`src/anode_cfg.svh`:
```
`ifndef ANODE_CFG_SVH
`define ANODE_CFG_SVH

// register indices
`define REG_DEVICE_ID 8'h00
`define REG_NODE_CONFIG 8'h04
`define REG_NODE_ID 8'h05
`define REG_RESET_MODE 8'h50
`define REG_SYSCLK_FREQ 8'h51
`define REG_LINK_CTRL 8'h80
`define REG_WDOG_CTRL 8'hD6
`define REG_WDOG_DISABLE 8'hD7

// identification fields
`define ID_CHIP_MSB 31
`define ID_CHIP_LSB 24
`define ID_OSC_BIT 16
`define ID_REV_MSB 15
`define ID_REV_LSB 8
`define ID_VER_MSB 7
`define ID_VER_LSB 0

// node configuration fields
`define NCFG_LOCK_BIT 31
`define NCFG_HDR_BIT 0
`define NODE_ID_MSB 15

// reset and mode control fields
`define RMC_TRI_BIT 24
`define RMC_MODE_MSB 17
`define RMC_MODE_LSB 16
`define RMC_USB_ACC_BIT 3
`define RMC_USB_EN_BIT 2
`define RMC_TILE_RST_BIT 1
`define RMC_SYS_RST_BIT 0

// system clock frequency field
`define FREQ_MSB 6
`define FREQ_MIN 7'h05
`define FREQ_MAX 7'h64
`define FREQ_RESET 7'h19

// link control layout
`define LINK_RW_MASK 32'h003F_FFFF
`define LINK_RESET 32'h0000_0801

// watchdog
`define WDOG_CTRL_RESET 16'h03E8
`define WDOG_DISABLE_RESET 32'h0D15_AB1E

// reset timing
`define SYS_RESET_CYCLES 524288
`define TILE_RESET_CYCLES 16

`endif

```
`src/anode_pkg.sv`:
```
package anode_pkg;

   typedef struct packed {
      logic valid;
      logic write;
      logic resp_req;
      logic [7:0] index;
      logic [31:0] wdata;
   } cfg_req_type;

   typedef struct packed {
      logic valid;
      logic ack;
      logic [31:0] rdata;
   } cfg_resp_type;

   typedef struct packed {
      logic tristate;
      logic [1:0] mode;
      logic usb_access;
      logic usb_enable;
   } mode_ctrl_type;

   typedef enum logic [1:0] {
      RST_IDLE,
      RST_SYSTEM,
      RST_TILE
   } reset_state_type;

endpackage : anode_pkg

```
`src/reset_timer.sv`:
```
`timescale 1ns/1ns
`default_nettype none

// counts a fixed number of cycles, restarting on every new trigger
module reset_timer
   import anode_pkg::*;
#(
   parameter int COUNT = 524288
) (
   // clock and reset
   input wire logic ref_clk,
   input wire logic rst_n,
   // control
   input wire logic trigger,
   output logic busy
);

   localparam int CW = $clog2(COUNT + 1);

   initial begin
      if (COUNT < 1) begin
         $error("reset_timer: COUNT must be at least one");
      end
   end

   logic [CW-1:0] remaining;
   logic [CW-1:0] next_remaining;

   assign next_remaining = trigger ? CW'(COUNT) :
      (remaining != '0) ? remaining - CW'(1) : remaining;
   assign busy = (remaining != '0);

   always_ff @(posedge ref_clk) begin
      if (!rst_n) begin
         remaining <= '0;
      end else begin
         remaining <= next_remaining;
      end
   end

endmodule : reset_timer

`default_nettype wire

```
`src/analog_node_reset_config.sv`:
```
// Function
// RULE1 - id register: chip, revision, version fields
// RULE2 - id bit 16 shows oscillator select strap
// RULE3 - lock bit freezes node config, link control
// RULE4 - node config bit 0 selects header format
// RULE5 - 16-bit writable node id, upper reserved
// RULE6 - separate system and tile reset scopes
// RULE7 - pin, brownout, watchdog, software raise system reset
// RULE8 - sleep, clock change, software raise tile reset
// RULE9 - system reset lasts 524,288 oscillator cycles
// RULE10 - fixed cycle count, duration scales with clock
// RULE11 - mode pins driven, bit 24 tristates them
// RULE12 - bit 3 gates usb register access
// RULE13 - bit 2 enables usb, zero resets it
// RULE14 - write-only bit 1 starts tile reset
// RULE15 - write-only bit 0 starts system reset
// RULE16 - reset-bit writes send no response packet
// RULE17 - clock frequency accepts 5..100, else nack
// RULE18 - reserved bits read zero, ignore writes
// RULE19 - new system source restarts reset count
`timescale 1ns/1ns
`default_nettype none
`include "anode_cfg.svh"

module analog_node_reset_config
   import anode_pkg::*;
#(
   parameter int SYS_RESET_CYCLES = `SYS_RESET_CYCLES,
   parameter int TILE_RESET_CYCLES = `TILE_RESET_CYCLES,
   // arbitrary identification values
   parameter logic [7:0] CHIP_ID = 8'hA5,
   parameter logic [7:0] ANALOG_REVISION = 8'h11,
   parameter logic [7:0] ANALOG_VERSION = 8'h22
) (
   // clock and reset
   input wire logic ref_clk,
   input wire logic rst_n,
   // configuration packets
   input wire cfg_req_type cfg_req,
   output cfg_resp_type cfg_resp,
   // strap
   input wire logic oscillator_select_pin,
   // reset sources
   input wire logic ext_reset_pin_n,
   input wire logic brownout,
   input wire logic watchdog_expired,
   input wire logic sleep_sequence_reset,
   input wire logic clock_source_change,
   // reset outputs
   output logic system_reset,
   output logic tile_reset,
   // processor mode pins
   output logic [1:0] mode_pins_out,
   output logic [1:0] mode_pins_oe,
   // usb control
   output logic usb_access_enable,
   output logic usb_enable,
   output logic usb_reset,
   // node settings
   output logic one_byte_headers,
   output logic [15:0] node_id_value,
   output logic [6:0] sysclk_mhz,
   output logic [31:0] link_control,
   output logic [15:0] watchdog_timeout,
   output logic [31:0] watchdog_disable_value
);

   initial begin
      if (SYS_RESET_CYCLES < 1 || TILE_RESET_CYCLES < 1) begin
         $error("analog_node_reset_config: reset counts must be positive");
      end
   end

   // ==========================================================
   // decode
   // ==========================================================
   function automatic logic hit(input cfg_req_type r, input logic [7:0] idx);
      hit = r.valid && (r.index == idx);
   endfunction : hit

   function automatic logic wr_hit(input cfg_req_type r,
                                   input logic [7:0] idx);
      wr_hit = hit(r, idx) && r.write;
   endfunction : wr_hit

   logic locked;
   logic hdr_mode;
   logic [15:0] node_id;
   mode_ctrl_type mode_ctrl;
   logic [6:0] freq;
   logic [31:0] link_reg;
   logic [15:0] wdog_timeout;
   logic [31:0] wdog_disable;
   logic osc_strap;
   logic strap_taken;

   wire wr_ncfg = wr_hit(cfg_req, `REG_NODE_CONFIG) && !locked; // RULE3
   wire wr_nid = wr_hit(cfg_req, `REG_NODE_ID);
   wire wr_rmc = wr_hit(cfg_req, `REG_RESET_MODE);
   wire wr_freq_hit = wr_hit(cfg_req, `REG_SYSCLK_FREQ);
   wire wr_link = wr_hit(cfg_req, `REG_LINK_CTRL) && !locked; // RULE3
   wire wr_wctl = wr_hit(cfg_req, `REG_WDOG_CTRL);
   wire wr_wdis = wr_hit(cfg_req, `REG_WDOG_DISABLE);

   wire [6:0] wr_freq_val = cfg_req.wdata[`FREQ_MSB:0];
   wire freq_ok = (cfg_req.wdata[31:7] == '0) &&
      (wr_freq_val >= `FREQ_MIN) && (wr_freq_val <= `FREQ_MAX); // RULE17
   wire wr_freq = wr_freq_hit && freq_ok; // RULE17

   wire sw_sys_rst = wr_rmc && cfg_req.wdata[`RMC_SYS_RST_BIT]; // RULE15
   wire sw_tile_rst = wr_rmc && cfg_req.wdata[`RMC_TILE_RST_BIT]; // RULE14
   wire mapped = hit(cfg_req, `REG_DEVICE_ID) ||
      hit(cfg_req, `REG_NODE_CONFIG) || hit(cfg_req, `REG_NODE_ID) ||
      hit(cfg_req, `REG_RESET_MODE) || hit(cfg_req, `REG_SYSCLK_FREQ) ||
      hit(cfg_req, `REG_LINK_CTRL) || hit(cfg_req, `REG_WDOG_CTRL) ||
      hit(cfg_req, `REG_WDOG_DISABLE);

   // ==========================================================
   // read mux
   // ==========================================================
   logic [31:0] id_word;
   always_comb begin
      id_word = '0;
      id_word[`ID_CHIP_MSB:`ID_CHIP_LSB] = CHIP_ID; // RULE1
      id_word[`ID_OSC_BIT] = osc_strap; // RULE2
      id_word[`ID_REV_MSB:`ID_REV_LSB] = ANALOG_REVISION; // RULE1
      id_word[`ID_VER_MSB:`ID_VER_LSB] = ANALOG_VERSION; // RULE1
   end

   logic [31:0] rmc_word;
   always_comb begin
      rmc_word = '0; // RULE18
      rmc_word[`RMC_TRI_BIT] = mode_ctrl.tristate;
      rmc_word[`RMC_MODE_MSB:`RMC_MODE_LSB] = mode_ctrl.mode;
      rmc_word[`RMC_USB_ACC_BIT] = mode_ctrl.usb_access;
      rmc_word[`RMC_USB_EN_BIT] = mode_ctrl.usb_enable;
   end

   logic [31:0] read_word;
   always_comb begin
      case (cfg_req.index)
         `REG_DEVICE_ID: read_word = id_word;
         `REG_NODE_CONFIG: read_word = {locked, 30'h0, hdr_mode}; // RULE18
         `REG_NODE_ID: read_word = {16'h0, node_id}; // RULE5
         `REG_RESET_MODE: read_word = rmc_word;
         `REG_SYSCLK_FREQ: read_word = {25'h0, freq};
         `REG_LINK_CTRL: read_word = link_reg;
         `REG_WDOG_CTRL: read_word = {16'h0, wdog_timeout};
         `REG_WDOG_DISABLE: read_word = wdog_disable;
         default: read_word = '0;
      endcase
   end

   // ==========================================================
   // strap capture after reset release
   // ==========================================================
   always_ff @(posedge ref_clk) begin
      if (!rst_n) begin
         strap_taken <= 1'b0;
         osc_strap <= 1'b0;
      end else if (!strap_taken) begin
         strap_taken <= 1'b1;
         osc_strap <= oscillator_select_pin; // RULE2
      end
   end

   // ==========================================================
   // reset generation
   // ==========================================================
   logic sys_busy;
   logic sys_rst_q;
   logic [$clog2(TILE_RESET_CYCLES + 1)-1:0] tile_count;
   reset_state_type state;
   reset_state_type next_state;

   // every new system source restarts the timer
   wire sys_trigger = !ext_reset_pin_n || brownout || watchdog_expired ||
      sw_sys_rst; // RULE7 RULE19
   wire tile_trigger = sleep_sequence_reset || clock_source_change ||
      sw_tile_rst; // RULE8

   reset_timer #(
      .COUNT(SYS_RESET_CYCLES)
   ) u_sys_timer (
      .ref_clk(ref_clk),
      .rst_n(rst_n),
      .trigger(sys_trigger),
      .busy(sys_busy)
   ); // RULE9 RULE10

   always_comb begin
      case (state)
         RST_IDLE: next_state = sys_trigger ? RST_SYSTEM :
            tile_trigger ? RST_TILE : RST_IDLE;
         RST_SYSTEM: next_state = (sys_busy || sys_trigger) ? RST_SYSTEM :
            RST_IDLE;
         RST_TILE: next_state = sys_trigger ? RST_SYSTEM :
            (tile_count != '0 || tile_trigger) ? RST_TILE : RST_IDLE;
         default: next_state = RST_IDLE;
      endcase
   end

   always_ff @(posedge ref_clk) begin
      if (!rst_n) begin
         state <= RST_IDLE;
         tile_count <= '0;
      end else begin
         state <= next_state;
         if (tile_trigger) begin
            tile_count <= ($bits(tile_count))'(TILE_RESET_CYCLES);
         end else if (tile_count != '0) begin
            tile_count <= tile_count - 1'b1;
         end
      end
   end

   assign sys_rst_q = (state == RST_SYSTEM);
   assign system_reset = sys_rst_q; // RULE6
   assign tile_reset = (state != RST_IDLE); // RULE6

   // ==========================================================
   // registers
   // ==========================================================
   always_ff @(posedge ref_clk) begin
      if (!rst_n || sys_rst_q) begin
         locked <= 1'b0;
         hdr_mode <= 1'b0; // RULE4
         node_id <= '0; // RULE5
         mode_ctrl <= '0; // RULE12 RULE13
         freq <= `FREQ_RESET;
         link_reg <= `LINK_RESET;
         wdog_timeout <= `WDOG_CTRL_RESET;
         wdog_disable <= `WDOG_DISABLE_RESET;
      end else begin
         if (wr_ncfg) begin
            locked <= cfg_req.wdata[`NCFG_LOCK_BIT]; // RULE3
            hdr_mode <= cfg_req.wdata[`NCFG_HDR_BIT]; // RULE4
         end
         if (wr_nid) begin
            node_id <= cfg_req.wdata[`NODE_ID_MSB:0]; // RULE5
         end
         if (wr_rmc) begin
            mode_ctrl.tristate <= cfg_req.wdata[`RMC_TRI_BIT]; // RULE11
            mode_ctrl.mode <=
               cfg_req.wdata[`RMC_MODE_MSB:`RMC_MODE_LSB]; // RULE11
            mode_ctrl.usb_access <= cfg_req.wdata[`RMC_USB_ACC_BIT]; // RULE12
            mode_ctrl.usb_enable <= cfg_req.wdata[`RMC_USB_EN_BIT]; // RULE13
         end
         if (wr_freq) begin
            freq <= wr_freq_val; // RULE17
         end
         if (wr_link) begin
            link_reg <= cfg_req.wdata & `LINK_RW_MASK; // RULE18
         end
         if (wr_wctl) begin
            wdog_timeout <= cfg_req.wdata[15:0];
         end
         if (wr_wdis) begin
            wdog_disable <= cfg_req.wdata;
         end
      end
   end

   // ==========================================================
   // response
   // ==========================================================
   always_ff @(posedge ref_clk) begin
      if (!rst_n) begin
         cfg_resp <= '0;
      end else begin
         cfg_resp.valid <= cfg_req.valid && cfg_req.resp_req &&
            !(sw_sys_rst || sw_tile_rst); // RULE16
         cfg_resp.ack <= mapped && !(wr_freq_hit && !freq_ok); // RULE17
         cfg_resp.rdata <= cfg_req.write ? 32'h0 : read_word;
      end
   end

   // ==========================================================
   // outputs
   // ==========================================================
   assign mode_pins_out = mode_ctrl.mode; // RULE11
   assign mode_pins_oe = {2{!mode_ctrl.tristate}}; // RULE11
   assign usb_access_enable = mode_ctrl.usb_access; // RULE12
   assign usb_enable = mode_ctrl.usb_enable; // RULE13
   assign usb_reset = !mode_ctrl.usb_enable; // RULE13
   assign one_byte_headers = hdr_mode;
   assign node_id_value = node_id;
   assign sysclk_mhz = freq;
   assign link_control = link_reg;
   assign watchdog_timeout = wdog_timeout;
   assign watchdog_disable_value = wdog_disable;

endmodule : analog_node_reset_config

`default_nettype wire

```
`config.mk`:
```
export PLATFORM = sky130hd
export DESIGN_NAME = analog_node_reset_config
export DESIGN_NICKNAME = d
export VERILOG_FILES = /design/src/anode_pkg.sv /design/src/reset_timer.sv /design/src/analog_node_reset_config.sv
export VERILOG_INCLUDE_DIRS = /design/src /design/src/src
export SDC_FILE = /design/constraint.sdc
export NUM_CORES = 1
export LEC_CHECK = 0
export BUFFER_PORTS_ARGS = -buffer_cell sky130_fd_sc_hd__buf_2
export CAP_MARGIN = 20
export CORE_MARGIN = 5
export CORE_UTILIZATION = 52
export CTS_CLUSTER_SIZE = 20
export DETAILED_ROUTE_END_ITERATION = 16
export PLACE_DENSITY = 0.8
export REMOVE_ABC_BUFFERS = 1
export SYNTH_ARGS = -nofsm -noshare
export SYNTH_HDL_FRONTEND = slang
export SYNTH_SLANG_ARGS = --single-unit
```
`constraint.sdc`:
```
create_clock -name ref_clk -period 2.8 [get_ports ref_clk]
set_input_delay 0.14 -clock ref_clk [delete_from_list [all_inputs] [get_ports ref_clk]]
set_output_delay 0.14 -clock ref_clk [all_outputs]
set_load 0.1 [all_outputs]
```
# == Word-level counts from Yosys, hierarchy flattened ==
# Index checks and enable logic that the tools add are counted.
# totals
regBits,163
inputBits,51
out_inout_bits,147
word_cells,108
# op_classes
n_addsub,2
order_cmp,2
eq_ne,9
n_mux,12
bitwise,1
n_reduce_logical,61
# op_table
operator,count
$pmux W32 S8,1
$mux W20,2
$logic_and A1 B1 Y1,26
$logic_not A25 Y1,1
$eq A8 B8 Y1 const B,3
$reduce_bool A20 Y1,1
$sub A20 B1 Y20 const B,1
$eq A8 B3 Y1 const B,2
$eq A8 B7 Y1 const B,2
$logic_or A1 B1 Y1,16
$mux W5,2
$logic_not A1 Y1,8
$logic_not A8 Y1,1
$mux W2,4
$ge A7 B3 Y1 const B,1
$le A7 B7 Y1 const B,1
$pmux W2 S3,1
$reduce_bool A2 Y1,3
$reduce_or A2 Y1,3
$reduce_bool A5 Y1,1
$sub A5 B1 Y5 const B,1
$eq A2 B1 Y1 const B,1
$eq A2 B2 Y1 const B,1
$logic_not A2 Y1,1
other kinds (2),3

# == Depth between registers and ports, before layout ==
# Gate-level depths: netlist (run 1).
# depth
word_depth,10
mapped_depth,8
ltp_nobuf,7

# == By module ==
# Synthesis (run 1) repeated with hierarchy kept, for this count alone.
# hier_totals
cells_unflattened,782
hier_area_um2,6817.8
# modules_own_cells
module,instances,cells_each,area_each_um2,seq_area_each_um2
analog_node_reset_config,1,649,5744.3,2862.7
reset_timer,1,133,1073.5,400.4

# == Least setup slack after synthesis (run 1) ==
# No wires, ideal clock.
# synth_timing
path_kind,register to register
startpoint,register state[0]
endpoint,register locked
setup_time_ps,128
arrival_ps,2607
t_required_ps,2672
path_slack_ps,66
stages_incl_launch_ff,6
path_buffers,2
period_less_slack_ps,2734
cell_sequence,dfxtp_1 > nor2b_1 > nand2b_1 > clkbuf_1 > clkbuf_1 > nor2_1
# synth_between
elab_chain_cells,2
# synth_rtl
element,line,rtl
"start, declared",analog_node_reset_config.sv:173,reset_state_type state;
"start signal, assigned",analog_node_reset_config.sv:208,state <= next_state;
$eq A2 B1 Y1,analog_node_reset_config.sv:217,assign sys_rst_q = (state == RST_SYSTEM);
net system_reset,analog_node_reset_config.sv:50,"output logic system_reset,"
$logic_or A1 B1 Y1,analog_node_reset_config.sv:225,if (!rst_n || sys_rst_q) begin
"end signal, assigned",analog_node_reset_config.sv:236,locked <= cfg_req.wdata[`NCFG_LOCK_BIT];
"end, declared",analog_node_reset_config.sv:86,logic locked;
# The timed path passes the listed nets, and every way through them passes these cells.
# A chain may end at the register's enable or synchronous reset.

# == Worst setup path in the final report (run 1) ==
# layout_timing
startpoint,input cfg_req[16] (netlist bit)
endpoint,register cfg_resp[32] (netlist bit)
# layout_between
elab_chain_cells,7
# layout_rtl
element,line,rtl
"start, declared",analog_node_reset_config.sv:39,"input wire cfg_req_type cfg_req,"
$logic_not A25 Y1,analog_node_reset_config.sv:106,wire freq_ok = (cfg_req.wdata[31:7] == '0) &&
$logic_and A1 B1 Y1 (2 in series),analog_node_reset_config.sv:106,
$logic_not A1 Y1,analog_node_reset_config.sv:273,cfg_resp.ack <= mapped && !(wr_freq_hit && !freq_ok);
$logic_and A1 B1 Y1,analog_node_reset_config.sv:273,
$logic_not A1 Y1,analog_node_reset_config.sv:273,
$logic_and A1 B1 Y1,analog_node_reset_config.sv:273,
"end, declared",analog_node_reset_config.sv:40,"output cfg_resp_type cfg_resp,"
# Every way passes these cells.

==> results of run 1 <==
==> power groups by stage <==
stage	logic [mW]	registers, mW	clock network (mW)
4_1_cts	0.527	2.35	2.30
6_report	0.534	2.35	2.30
2_1_floorplan	0.323	2.41	0
5_1_grt	0.572	2.35	2.40
3_3_place_gp	0.488	2.40	0
3_5_place_dp	0.493	2.40	0
==> kinds of logic (layout without fill, tap and decap cells) <==
family	count (synthesis)	count (layout)	synth area share [%]
AND/OR/NAND/NOR	381	381	26.8
AO/OA/AOI/OAI	174	174	15.5
flip-flops	163	163	48.5
buffers and inverters	72	280	4.85
multiplexers	16	16	2.44
XOR/XNOR	10	10	1.30
adder cells (fa/ha/maj)	3	3	0.558
other	1	11	0.0557
==> sequential cells by signal, summed over array words and instances, names as in the netlist <==
signal	flops
watchdog_disable_value	32
usb_access_enable	1
link_control	22
mode_ctrl	1
osc_strap	1
node_id_value	16
strap_taken	1
mode_pins_out	2
usb_enable	1
tile_count	5
locked	1
one_byte_headers	1
cfg_resp	34
watchdog_timeout	16
state	2
u_sys_timer.remaining	20
sysclk_mhz	7
==> routing by layer <==
metal	routed length [um]	part of all wire, %	GRT usage (%)	up-vias
met2	10400	46	46.4	434
li1	-	-	-	3262
met3	2620	12	8.31	76
met5	0	0	0	-
met1	8760	39	37.0	3309
met4	905	4.0	14.1	0
==> per-stage QoR <==
step,TNS (ps),std cells,utilization [%]
after floorplan,-58890,766,-
after global placement,0,1149,61.9
after detailed placement,0,1149,61.9
after CTS,0,1208,68.6
after global routing,0,1209,68.7
final,0,1210,68.7
==> synthesized netlist by cell type, drive strengths merged (3+ instances only) <==
cell    number  area share [%]
inv          9            0.50
mux2         3            0.50
and2        10            0.93
mux2i       13             1.9
ha           3            0.56
nor3        14             1.3
a211oi       5            0.56
o21ai       17             1.3
or3         13             1.3
xnor2        9             1.2
a221oi       3            0.39
clkbuf      43             2.4
a21oi       97             7.2
nand4        4            0.37
dfxtp      163              49
a22oi       15             1.7
and3         6            0.56
o21a         3            0.33
nor2b        5            0.46
nand2b       3            0.28
buf         20             2.0
a31oi       10            0.93
nor4        16             1.8
or2          3            0.32
nand2      178             9.9
nand3       78             5.8
a32o         9             1.3
or4          8             1.0
nor2        39             2.2
==> worst max-delay path: stages <==
cell and delay, ps:
dlygate4sd3_1 530, buf_2 150, nor4_1 500, nand4_1 230
or4_1 690, and3_1 240, nor4_1 150
==> layout by cell type (no fill, tap or decap), types with 3 or more instances in the layout <==
cell type	n
inv_1	9
a221oi_1	3
mux2i_1	13
or4_1	5
nor4_1	13
dfxtp_1	163
nor2_1	37
o21ai_0	17
nand2_1	178
o21a_1	3
inv_6	3
conb_1	10
clkbuf_16	17
nand4_1	4
a22oi_1	15
a211oi_1	5
and2_1	9
nand3_1	78
or3_2	3
and3_1	6
nor2b_1	5
ha_1	3
nor3_2	5
a31oi_1	10
a32o_1	9
buf_4	23
mux2_2	3
a21oi_1	97
buf_2	187
nor3_1	9
or3_1	9
xnor2_1	9
dlygate4sd3_1	27
==> cell type report <==
class                      count  area, sq um  share of cell area (%)
antenna                        1         2.50                  0.0288
clock buffer                  20          457                    5.25
clock inverter                12          121                    1.39
inverter                       9         33.8                   0.388
multi-input combinational    594         3200                    36.8
sequential                   163         3260                    37.5
tap                          172          215                    2.47
timing repair buffer         239         1410                    16.2
==> worst max-delay path by stage <==
stage / endpoint / slack [ps] / cells after the start
finish: cfg_resp[32]$_SDFF_PN0_ / 510 / 7
global route: cfg_resp[32]$_SDFF_PN0_ / 320 / 7
CTS: cfg_resp[32]$_SDFF_PN0_ / 540 / 7
detailed placement: watchdog_timeout[5]$_SDFFE_PP1P_ / 470 / 7
global placement: watchdog_timeout[5]$_SDFFE_PP1P_ / 490 / 7
floorplan: link_control[10]$_SDFFE_PP0P_ / -920 / 5
==> results.toml, run 1 <==
[global_routing]
antenna_found_initial = 0
grt_pass1_wl_um = 34800
grt_max_degree = 74
grt-ovfl-total = 0
gr-usage-all-layers_pct = 29.4
grt_pass1_vias = 6675

[sta]
hold_viol_final = 0
clock_skew_ps = 8.50
setup_viol = 0
finalCriticalPeriod_ps = 2290
fin_ws_ps = 512
max_freq_ghz = 0.437
finalCritPeriodShare_pct = 81.7
rsz0062_at_grt = "false"
drv_slew = 0
slew_headroom_pct = 37.5
tightest_slew_ps = 928
fin_hold_ws_ps = 9.53

[floorplanning]
dieArea_sq_mm = 0.0153
rows = 41
die_w_um = 124
dieHeight_um = 124
coreArea_sq_mm = 0.0127
initial_core_util_pct = 53.1
io-pin-count = 198

[power_and_ir_drop]
power.switching_mw = 1.38
leakage_nw = 3.57
switching_share_pct = 26.5
p_total_mw = 5.19
seqPwrFrac_pct = 45.3
irDropWorstVdd_v = 0.000418
pwr_density_cell_mw_per_mm2 = 596
p_comb_share_pct = 10.3
p_int_mw = 3.81
clkPwrFrac_pct = 44.4

[clock_tree]
path_clk_slew_ps = 70
cts_setup_buffers = 0
numCtsBuffers = 17
clockBufferDepth = 2
htreeDepth = 4
cts_hold_buf = 27
cts_tree = "done"
post_cts_resized = 0
root_buffer = "clkbuf_16"
clk-insertion-delay-late_ps = 430
clock-sinks = 163

[finish]
area_delta_synth_final_pct = 29.4
nNetsFinal = 1078
fillCellCount = 1017
drive_gt1_share_pct = 25.9
fin_area_sq_mm = 0.00870

[hold_path]
whs_path_depth = 3
worstHoldPathType = "in2reg"
hold_path_end = "watchdog_timeout[4]$_SDFFE_PP0P_"
hold_path.startpoint = "cfg_req[4]"

[route]
wirelength_um = 22600
drc = 0
routed_via_density = 5.85
dr.pass1.iters = 5
drt-initial-drc-count = 980
ant_nets = 0
num_vias = 7081
wl_per_cell_um = 18.7

[status]
outcome = "complete, no violations"

[setup_path]
cp_max_fo = 8
crit_start = "cfg_req[16]"
regToRegEndpoint = "u_sys_timer.remaining[0]$_SDFFE_PP0P_"
critPathArrivalTime_ps = 2630
reg2reg_from = "u_sys_timer.remaining[8]$_SDFFE_PP0P_"
endpoint_kind = "flip-flop"
worst-setup-path-type = "in2reg"
cp.required_ps = 3140
regToRegSetupSlack_ps = 660
r2r_cells = 5
cp-start-kind = "primary input"

[placed_design]
place_ws_ps = 466
port_buffers = 187
hpwl_um = 15200
gp_congestion = 0.896
post_dp_cell_area_sq_mm = 0.00785

[synthesis]
ys_ff_latch = 163
synth_edf_count = 0
yosysUniqueCellTypes = 55
synthArstFlopShare_pct = 0
yosysSeqAreaShare_pct = 48.5
synth_area_sq_mm = 0.00673
syn_area_per_cell_sq_um = 8.20
syn_inst = 820
synth-main-ff-cell = "dfxtp_1"
yosysWarnings = 0

[job]
max_cap_viol_count = 0
No activity file was read; power rests on OpenSTA's default activity.
==> run 2, diff against run 1 <==
clock period = 2.2 ns   (was 2.8 ns; I/O delays follow)
==> results.toml, run 2 (same netlist as run 1, synthesis figures left out) <==
[route]
routed_via_density = 5.82
drc = 0
wl_per_cell_um = 18.7
dr.pass1.iters = 5
ant_nets = 0
wirelength_um = 23100
drt-initial-drc-count = 848
num_vias = 7159

[power_and_ir_drop]
leakage_nw = 3.71
irDropWorstVdd_v = 0.000497
p_total_mw = 6.91
pwr_density_cell_mw_per_mm2 = 771

[sta]
fin_ws_ps = 114
setup_viol = 0
max_freq_ghz = 0.479
finalCritPeriodShare_pct = 94.8
hold_viol_final = 0
slew_headroom_pct = 51.0
clock_skew_ps = 10.6
drv_slew = 0
tightest_slew_ps = 733
finalCriticalPeriod_ps = 2090
rsz0062_at_grt = "false"

[clock_tree]
numCtsBuffers = 17
cts_setup_buffers = 0
root_buffer = "clkbuf_16"
path_clk_slew_ps = 60
htreeDepth = 4
clk-insertion-delay-late_ps = 430
clock-sinks = 163
cts_tree = "done"
clockBufferDepth = 2

[finish]
mostFrequentLayoutCells = "buf_2, nand2_1, dfxtp_1, a21oi_1, nand3_1"
nNetsFinal = 1100
top_register = "cfg_resp"
layout.cells.most_common = "buf_2"
antenna_cells = 0
area_delta_synth_final_pct = 33.3
fin_cells = 1231
finish.utilization_pct = 70.8
fin_area_sq_mm = 0.00896
drive_gt1_share_pct = 26.9
largest_register_ffs = 34

[global_routing]
grt_pass1_wl_um = 35300
grt_pass1_vias = 6798
antenna_found_initial = 0
grt_max_degree = 74
grt-ovfl-total = 0
gr-usage-all-layers_pct = 29.9

[setup_path]
cp_max_fo = 9
cp-start-kind = "flip-flop"
regToRegSetupSlack_ps = 110
worst-setup-path-type = "reg2reg"
endpoint_kind = "flip-flop"
cp.required_ps = 2560
critPathArrivalTime_ps = 2440

[floorplanning]
dieHeight_um = 124
io-pin-count = 198
coreArea_sq_mm = 0.0127
die_w_um = 124
rows = 41
initial_core_util_pct = 53.1
dieArea_sq_mm = 0.0153

[placed_design]
gp_congestion = 0.871
post_dp_cell_area_sq_mm = 0.00798
hpwl_um = 15100
place_ws_ps = 128
placedCellCount = 1165
port_buffers = 187

[hold_path]
worstHoldPathType = "in2reg"

[status]
outcome = "complete, no violations"

[job]
max_cap_viol_count = 0
-- run 2: critical path, cell delays in order, from the launching register on --
cell     delay [ps]
dfxtp_1         350
or4_4           560
nor3_2          220
a21bo_2         310
or3_2           430
a21oi_1         150
-- run 2: power breakdown --
group | internal [mW] | total (mW) | switching (mW)
sequential | 2.97 | 2.99 | 0.0204
clock | 2.00 | 3.19 | 1.20
combinational | 0.266 | 0.719 | 0.453
-- run 2: per-layer routing --
| layer | routed length (um) | track usage, % | vias up |
|---|---|---|---|
| met2 | 10500 | 46.3 | 466 |
| met1 | 8920 | 38.3 | 3323 |
| met5 | 0 | 0 | - |
| met3 | 2810 | 8.13 | 62 |
| met4 | 858 | 14.9 | 0 |
| li1 | - | - | 3308 |
-- run 2: worst paths after layout --
check,from,to,depth (start not counted)
worst max-delay path,u_sys_timer.remaining[3]$_SDFFE_PP0P_,u_sys_timer.remaining[13]$_SDFFE_PP0P_,5
worst min register to register,watchdog_timeout[1]$_SDFFE_PP0P_,watchdog_timeout[1]$_SDFFE_PP0P_,2
worst min-delay path,cfg_req[6],watchdog_disable_value[6]$_SDFFE_PP0P_,3
worst max register to register,u_sys_timer.remaining[3]$_SDFFE_PP0P_,u_sys_timer.remaining[13]$_SDFFE_PP0P_,5
-- run 2: what timing repair did --
| item | CTS | global route |
|---|---|---|
| endpoints found under the setup margin | 0 | 8 |
| hold endpoints to repair | 76 | 0 |
| gates resized for setup | 0 | 1 |
| hold buffers | 34 | 0 |
-- run 2: per-stage QoR --
stage,hold WS (ps),setup TNS [ps]
6_report,19.1,0
5_1_grt,13.3,0
4_1_cts,8.68,0
3_5_place_dp,329,0
3_3_place_gp,331,0
2_1_floorplan,138,-127870
-- run 2: cell type report --
class,instances,area (sq um)
clock buffer,21,470
tap,172,215
timing repair buffer,261,1600
fill,964,3710
clock inverter,11,173
sequential,163,3260
multi-input combinational,594,3210
inverter,9,33.8
